<file path="src/rcf_map.svh">
// Register map and field positions for the reset cause flag block
`ifndef RCF_MAP_SVH
`define RCF_MAP_SVH
`define RCF_REG_ADDR 8'hF2
`define RCF_REG_BANK 1'h1
`define RCF_BIT_LVR 1
`define RCF_BIT_WDT 2
`define RCF_BIT_PIN 4
`define RCF_OPT_LVR_EN 7
`define RCF_OPT_PIN_RST 2
`define RCF_FLAG_MASK 8'h16
`define RCF_LVR_ONLY 8'h02
`define RCF_RDATA_RST 8'h00
`endif

</file>
<file path="src/rcf_pkg.sv">
// Types shared by the reset cause flag block
package rcf_pkg;
    // Register access from the core, direct or indirect register addressing
    typedef struct packed {
        logic       wr;
        logic       rd;
        logic       bank;
        logic       direct;
        logic [7:0] addr;
        logic [7:0] wdata;
    } rcf_access_t;
    // Reset event pulses
    typedef struct packed {
        logic low_voltage_reset;
        logic watchdog_timer;
        logic external_reset_pin;
    } rcf_events_t;
endpackage

</file>
<file path="src/rcf_flags.sv">
// Reset cause flag register; low voltage flag sticks until a write, watchdog and pin flags stick until a write or a low voltage reset
`timescale 1ns/10ps
`default_nettype none
`include "rcf_map.svh"
module rcf_flags
    import rcf_pkg::*;
(
    input wire logic core_clk_i,          // CPU clock
    input wire logic rst_i,               // Sync reset, flags ignore it
    input wire rcf_access_t acc_i,        // Register access
    input wire rcf_events_t evt_i,        // Reset event pulses
    input wire logic [7:0] boot_opt_i,    // Boot option byte
    output logic [7:0] rdata_o,           // Read data
    output logic lvr_flag_valid_o,        // Bit 1 meaningful
    output logic pin_flag_valid_o         // Bit 4 meaningful
);
    // Only bits 1, 2 and 4 hold state; the rest read and stay 0
    localparam logic [7:0] LIVE_MASK = `RCF_FLAG_MASK;

    logic [7:0] flags = 8'h00; // Initial value only for simulation
    logic [7:0] next_flags;
    logic [7:0] set_vec;
    logic dir_ok;
    logic bank_ok;
    logic addr_ok;
    logic hit;
    logic wr_hit;
    logic rd_hit;

    // Decode pieces kept apart so each miss case is easy to see
    assign dir_ok = acc_i.direct;
    assign bank_ok = (acc_i.bank == `RCF_REG_BANK);
    assign addr_ok = (acc_i.addr == `RCF_REG_ADDR);

    // Direct addressing, bank 1, F2 only; indirect forms never match
    assign hit = dir_ok && bank_ok && addr_ok;
    assign wr_hit = acc_i.wr && hit;
    assign rd_hit = acc_i.rd && hit;

    // Event to bit position map; unused positions never set
    always_comb begin
        set_vec = 8'h00;
        set_vec[`RCF_BIT_WDT] = evt_i.watchdog_timer;
        set_vec[`RCF_BIT_PIN] = evt_i.external_reset_pin;
        set_vec[`RCF_BIT_LVR] = evt_i.low_voltage_reset;
    end

    // Per bit next value; events beat a same cycle software clear
    // so a reset that lands during a clear is never lost
    for (genvar gi = 0; gi < 8; gi++) begin : g_bit
        assign next_flags[gi] =
            (LIVE_MASK[gi] == 1'b0) ? 1'b0 :
            evt_i.low_voltage_reset ?
                ((gi == `RCF_BIT_LVR) ? 1'b1 : 1'b0) :
            set_vec[gi] ? 1'b1 :
            wr_hit ? (flags[gi] & acc_i.wdata[gi]) :
            flags[gi];
    end

    // Flags deliberately skip rst_i: they must survive the resets they record
    always_ff @(posedge core_clk_i) begin
        flags <= next_flags;
    end

    // Read data registered; stands one cycle, zero between reads
    always_ff @(posedge core_clk_i) begin
        if (rst_i) begin
            rdata_o <= `RCF_RDATA_RST;
        end else if (rd_hit) begin
            rdata_o <= flags & LIVE_MASK;
        end else begin
            rdata_o <= `RCF_RDATA_RST;
        end
    end

    // Validity follows the option byte; flags are still recorded
    // because software may read them before trusting the option
    assign lvr_flag_valid_o = boot_opt_i[`RCF_OPT_LVR_EN];
    assign pin_flag_valid_o = boot_opt_i[`RCF_OPT_PIN_RST];

    // Low voltage reset leaves only its own flag standing
    property p_lvr_set;
        @(posedge core_clk_i)
        evt_i.low_voltage_reset |=> flags == `RCF_LVR_ONLY;
    endproperty
    a_lvr_set: assert property (p_lvr_set)
        else $error("low voltage reset did not leave flags at 02");

    // Watchdog reset sets its flag, low voltage flag untouched
    property p_wdt_set;
        @(posedge core_clk_i)
        evt_i.watchdog_timer && !evt_i.low_voltage_reset |=>
        flags[`RCF_BIT_WDT] &&
        flags[`RCF_BIT_LVR] == $past(flags[`RCF_BIT_LVR]);
    endproperty
    a_wdt_set: assert property (p_wdt_set)
        else $error("watchdog reset flag wrong");

    // Pin reset sets its flag, low voltage flag untouched
    property p_pin_set;
        @(posedge core_clk_i)
        evt_i.external_reset_pin && !evt_i.low_voltage_reset |=>
        flags[`RCF_BIT_PIN] &&
        flags[`RCF_BIT_LVR] == $past(flags[`RCF_BIT_LVR]);
    endproperty
    a_pin_set: assert property (p_pin_set)
        else $error("pin reset flag wrong");

    // Watchdog alone must not disturb the pin flag
    property p_wdt_keep_pin;
        @(posedge core_clk_i)
        evt_i.watchdog_timer && !evt_i.external_reset_pin &&
        !evt_i.low_voltage_reset && !wr_hit |=>
        flags[`RCF_BIT_PIN] == $past(flags[`RCF_BIT_PIN]);
    endproperty
    a_wdt_keep_pin: assert property (p_wdt_keep_pin)
        else $error("watchdog reset changed pin flag");

    // Pin alone must not disturb the watchdog flag
    property p_pin_keep_wdt;
        @(posedge core_clk_i)
        evt_i.external_reset_pin && !evt_i.watchdog_timer &&
        !evt_i.low_voltage_reset && !wr_hit |=>
        flags[`RCF_BIT_WDT] == $past(flags[`RCF_BIT_WDT]);
    endproperty
    a_pin_keep_wdt: assert property (p_pin_keep_wdt)
        else $error("pin reset changed watchdog flag");

    // Without an event no flag can rise, whatever software writes
    property p_no_sw_set;
        @(posedge core_clk_i)
        !(|evt_i) |=> (flags & ~$past(flags)) == 8'h00;
    endproperty
    a_no_sw_set: assert property (p_no_sw_set)
        else $error("flag set without a reset event");

    // A hit write clears exactly the bits written as 0
    property p_clear;
        @(posedge core_clk_i)
        wr_hit && !(|evt_i) |=>
        flags == ($past(flags) & $past(acc_i.wdata));
    endproperty
    a_clear: assert property (p_clear)
        else $error("write did not clear flags");

    // A write that misses the register changes nothing
    property p_write_miss;
        @(posedge core_clk_i)
        acc_i.wr && !hit && !(|evt_i) |=> flags == $past(flags);
    endproperty
    a_write_miss: assert property (p_write_miss)
        else $error("missed write changed flags");

    // A write to the right address in bank 0 is ignored
    property p_bank_miss;
        @(posedge core_clk_i)
        acc_i.wr && dir_ok && addr_ok && !bank_ok && !(|evt_i) |=>
        flags == $past(flags);
    endproperty
    a_bank_miss: assert property (p_bank_miss)
        else $error("bank 0 write changed flags");

    // Unused positions never hold a one
    property p_unused;
        @(posedge core_clk_i)
        (flags & ~LIVE_MASK) == 8'h00;
    endproperty
    a_unused: assert property (p_unused)
        else $error("unused flag bit set");

    // The core reset leaves the recorded flags alone
    property p_rst_keep;
        @(posedge core_clk_i)
        rst_i && !(|evt_i) && !wr_hit |=> flags == $past(flags);
    endproperty
    a_rst_keep: assert property (p_rst_keep)
        else $error("core reset changed flags");

    // Reads outside direct F2 bank 1 return zero
    property p_indirect;
        @(posedge core_clk_i) disable iff (rst_i)
        acc_i.rd && !hit |=> rdata_o == 8'h00;
    endproperty
    a_indirect: assert property (p_indirect)
        else $error("read answered outside direct F2 bank 1");

    // Read data stands only in the cycle after a read
    property p_read_stands;
        @(posedge core_clk_i) disable iff (rst_i)
        !acc_i.rd |=> rdata_o == 8'h00;
    endproperty
    a_read_stands: assert property (p_read_stands)
        else $error("read data held without a read");

    // A hit read returns the flags of the read cycle
    property p_read;
        @(posedge core_clk_i) disable iff (rst_i)
        rd_hit |=> rdata_o == $past(flags);
    endproperty
    a_read: assert property (p_read)
        else $error("read data wrong");
endmodule // rcf_flags
`default_nettype wire

</file>
<file path="config.mk">
export PLATFORM = sky130hd
export DESIGN_NAME = rcf_flags
export DESIGN_NICKNAME = d
export VERILOG_FILES = /design/src/rcf_pkg.sv /design/src/rcf_flags.sv
export VERILOG_INCLUDE_DIRS = /design/src
export SDC_FILE = /design/constraint.sdc
export NUM_CORES = 1
export LEC_CHECK = 0
export ABC_AREA = 1
export BUFFER_PORTS_ARGS = -buffer_cell sky130_fd_sc_hd__buf_2
export CAP_MARGIN = 0
export CORE_AREA = 3 3 40 42
export DETAILED_ROUTE_END_ITERATION = 10
export DIE_AREA = 0 0 43 45
export PLACE_DENSITY = 0.67
export SLEW_MARGIN = 20
export SYNTH_ARGS = -nofsm -noshare
export SYNTH_HDL_FRONTEND = slang
export SYNTH_SLANG_ARGS = --single-unit
export TNS_END_PERCENT = 10
</file>
<file path="constraint.sdc">
create_clock -name core_clk_i -period 2.1 [get_ports core_clk_i]
set_clock_uncertainty 0.2 [all_clocks]
set_input_delay 0.105 -clock core_clk_i [delete_from_list [all_inputs] [get_ports core_clk_i]]
set_output_delay 0.105 -clock core_clk_i [all_outputs]
set_load 0.01 [all_outputs]
</file>
Yosys cells after proc, flatten, opt, wreduce, memory -nomap -nowiden:

Cells that the tools add are included.

* bits in registers: 11
* latch bits: 0
* bits in writable memories: 0
* bits in read-only memories: 0
* input bits: 33
* logic and storage cells: 21
* memories kept: 0

* $add $sub $neg: 0
* multiply operators: 0
* divide/modulo/power cells: 0
* magnitude comparators: 0
* equal/unequal tests: 1
* shifts and indexed selects: 0
* mux-type cells: 4
* bitwise operators: 4
* reductions and logical operators: 7

Operator list (number)
* 8-bit equality test (second input constant): 1
* 1-bit logical AND: 4
* 1-bit two-way mux: 4
* 2-bit nonzero test: 2
* 1-bit AND: 3
* 2-bit OR reduction: 1
* 1-bit inverter: 1

Logic depth before layout (Yosys ltp):

* word-level depth: 5
* mapped depth: 7

Least setup slack after synthesis:

Ideal clock, no wire load.

* kind: input to register
* from: input acc_i[8] (netlist bit)
* to: register flags[1]
* arrival time: 0.627 ns
* slack: 1.155 ns
* stages: 6
* cell sequence: inv_1 nand2_1 nor2_2 nand4_2 o21ai_0 nand2_1

* longest elaborated chain between the ends: 3

RTL lines
* start, declared: RTL line rcf_flags.sv:10 `input wire rcf_access_t acc_i,`
* 8-bit equality test (no source line)
* 1-bit logical AND: RTL line rcf_flags.sv:36 `assign hit = dir_ok && bank_ok && addr_ok;`
* 1-bit logical AND: RTL line rcf_flags.sv:37 `assign wr_hit = acc_i.wr && hit;`
* end signal, assigned: RTL line rcf_flags.sv:62 `flags <= next_flags;`
* end, declared: RTL line rcf_flags.sv:20 `logic [7:0] flags = 8'h00;`

No other way between the ends.
A chain may end at the register's enable or synchronous reset.

Worst setup path in the final report:

* from: input evt_i[0] (netlist bit)
* to: register flags[4]

* longest elaborated chain between the ends: 1
* elaborated cells on any way between the ends: 2
* those cells by class: 1 x mux; 1 x reduce/logical

RTL lines
* start, declared: RTL line rcf_flags.sv:11 `input wire rcf_events_t evt_i,`
* 1-bit two-way mux or 2-bit nonzero test (tied branches)

Parallel ways exist; a longest one is shown, timed or not.

==> summary.md <==
| Metric | Value |
|---|---|
| Status | `complete, no violations` |
| CTS tree | `yes` |
| Reg2reg start | `flags[2]$_SDFFE_PP0P_` |
| Initial antenna violation count | `0` |
| Yosys cell types | `12` |
| Root Driver | `clkbuf_4` |
| Post-Synthesis Cell Area | `342 µm²` |
| Placed Instance Area | `433 µm²` |
| Mux share of post-synthesis cell area | `0` |
| Worst-Skew Late Latency | `240 ps` |
| Global-route wire length before repair | `1.15 mm` |
| Fin. Hold Viols | `0` |
| Initial Utilization | `0.266` |
| Largest net degree at the start of global routing | `6` |
| Die ar. | `1940 µm²` |
| # fillers | `148` |
| Final ANT Viol Nets | `0` |
| RePlAce Congestion | `0.634` |
| Peak Freq | `623 MHz` |
| # diodes | `0` |
| Total I/O pin count | `43` |
| Drt wl/cell | `7.98 µm` |
| Clk sinks | `6` |
| Setup TNS | `0 ps` |
| Core area | `1280 µm²` |
| CP endpoint kind | `register` |
| RSZ-0062 raised after global routing | `false` |
| Most frequent cell after synthesis | `nand2_1` |
| Post-synth ARST share | `0` |
| Post-synthesis instance total | `52` |
| Site Rows | `13` |
| Primary FF master, synth | `dfxtp_1` |
| Gr ovfl total | `0` |
| Layout Nets | `115` |
| Vias in the first global route | `294` |
| Layout area overhead | `50.9%` |
| Seq/Total Area, Yosys | `0.352` |
| Largest family of logic cells by synthesized area | `simple AND/OR/NAND/NOR gates` |
| Min Hold Slack | `10.0 ps` |
| Overall Global Routing Usage | `0.0861` |
| Total Wirelength | `758 µm` |
| Synth area leaders | `dfxtp_1 35%, buf_4 15%, nand2_1 15%, inv_1 12%, nor2_1 4.4%` |
| Fin crit share | `0.764` |
| Area occupied by multi-input gates | `143 µm²` |
| CP Max Fanout | `3` |
| Buffers added on ports | `22` |
| Hold Crit Class | `in2out` |
| Router iterations before antenna repair | `4` |
| Setup Buffers After CTS | `0` |
| Largest area contributor in the netlist | `dfxtp_1` |
| Post-synth top cells | `14 x nand2_1, 11 x inv_1, 7 x buf_4, 6 x dfxtp_1, 4 x nor2_1` |
| Pre-CTS setup slack | `937 ps` |
| H-tree Lvls | `1` |
| Flops & latches, synth | `6` |
| Pins Over Slew Limit | `0` |
| Synth Area in XOR/XNOR | `0` |
| Synth Area in Compound Gates | `0.0440` |
| Fraction of layout cells with a size suffix above 1 | `0.350` |
| PwrDens | `524 nW/µm²` |
| Synthesized area per cell | `6.57 µm²` |
| Lkg Pwr | `0.313 nW` |
| Post-synth EDFFs | `0` |
| DR iter-0 viols | `3` |
| Top cell type's share of synthesized area | `0.352` |
| Hpwl dp | `597 µm` |
| CP startpoint kind | `input port` |
| Critical Path RT | `2030 ps` |
| Fin crit period | `1600 ps` |
| Max Root-Sink Buffers | `2` |
| Maximum vdd drop | `210 µV` |
| Final setup fails | `0` |
| Adder-Cell Fraction of Synth Area | `0` |
| Total power | `0.270 mW` |
| Crit path DAT | `1530 ps` |
| Area share of and/or/nand/nor cells after synthesis | `0.319` |
| Clk slew on worst S/H paths | `40 ps` |
| Chip height | `45 µm` |
| Yosys warns | `0` |
| Via/cell ratio | `3.88` |
| Horiz. Die Dim | `43 µm` |
| Kind of critical path | `in2reg` |
| Beginning of the worst hold path | `boot_opt_i[7]` |
| Number of CTS-inserted buffers | `3` |
| Final WS setup | `496 ps` |
| Setup crit start | `evt_i[0]` |
| Max-cap viol count | `0` |
| Final instance area | `515 µm²` |
| Vias | `369` |
| FF/Latch Area | `120 µm²` |
| Residual DRC count | `0` |
==> timing repair <==
item / 4_1_cts / 5_1_grt
gates resized for setup: 0 / 0
hold buffers: 6 / 0
setup endpoints to repair: 0 / 0
endpoints found under the hold margin: 6 / 0
==> placed cells by master (no fill, tap or decap) <==
master,Yosys,routed
nand4_1,1,1
nand3_1,2,2
nor2_2,2,2
buf_2,0,22
clkbuf_4,0,3
dlygate4sd3_1,0,6
nor2_1,4,4
o21ai_0,1,1
nand4_2,1,1
nand2_1,14,14
a21oi_1,2,2
inv_1,11,11
conb_1,1,5
dfxtp_1,6,6
==> layout make-up <==
type / instances / share of cell area
Clock buffer: 3 / 0.0437
Inverter: 11 / 0.0801
Multi-Input combinational cell: 32 / 0.277
Sequential cell: 6 / 0.233
Tap cell: 15 / 0.0364
Timing Repair Buffer: 28 / 0.330
==> sequential cells by signal (all words and copies together) (netlist names) <==
register,flops
rdata_o,3
flags,3
==> per-stage QoR <==
step | utilization | cells
after detailed placement | 0.337 | 86
after CTS | 0.401 | 95
after floorplan | - | 56
final | 0.401 | 95
after global placement | 0.337 | 86
after global routing | 0.401 | 95
==> cells by family (layout without fill, tap and decap cells) <==
group	after synthesis	after routing
other	1	5
AO/OA/AOI/OAI	3	3
flip-flops	6	6
buffers and inverters	18	42
AND/OR/NAND/NOR	24	24
==> critical path: stages <==
cell and delay, ps:
dlygate4sd3_1 530, buf_2 110, inv_1 70, nand2_1 60, nand2_1 60, a21oi_1 50, dlygate4sd3_1 540
==> metal layers <==
layer / GRT usage / wire, µm
met3: 0.0359 / 116
met2: 0.141 / 355
met5: 0 / 0
met1: 0.0780 / 264
met4: 0.0904 / 23
==> power breakdown <==
part | leakage (nW) | switching (mW) | internal [mW] | total (mW)
clock network | 0.0138 | 0.0417 | 0.0647 | 0.106
registers | 0.0488 | 0.00187 | 0.117 | 0.119
logic | 0.251 | 0.0195 | 0.0257 | 0.0452
total | 0.313 | 0.0631 | 0.207 | 0.270
==> path summary, 6_finish.rpt <==
check	end	slack [ps]	depth (start not counted)
hold reg to reg	rdata_o[1]$_SDFF_PP0_	230	2
setup reg to reg	flags[2]$_SDFFE_PP0P_	680	5
hold / removal	lvr_flag_valid_o	10	0
setup / recovery	flags[4]$_SDFFE_PP0P_	500	7
No activity file was read; power rests on OpenSTA's default activity.
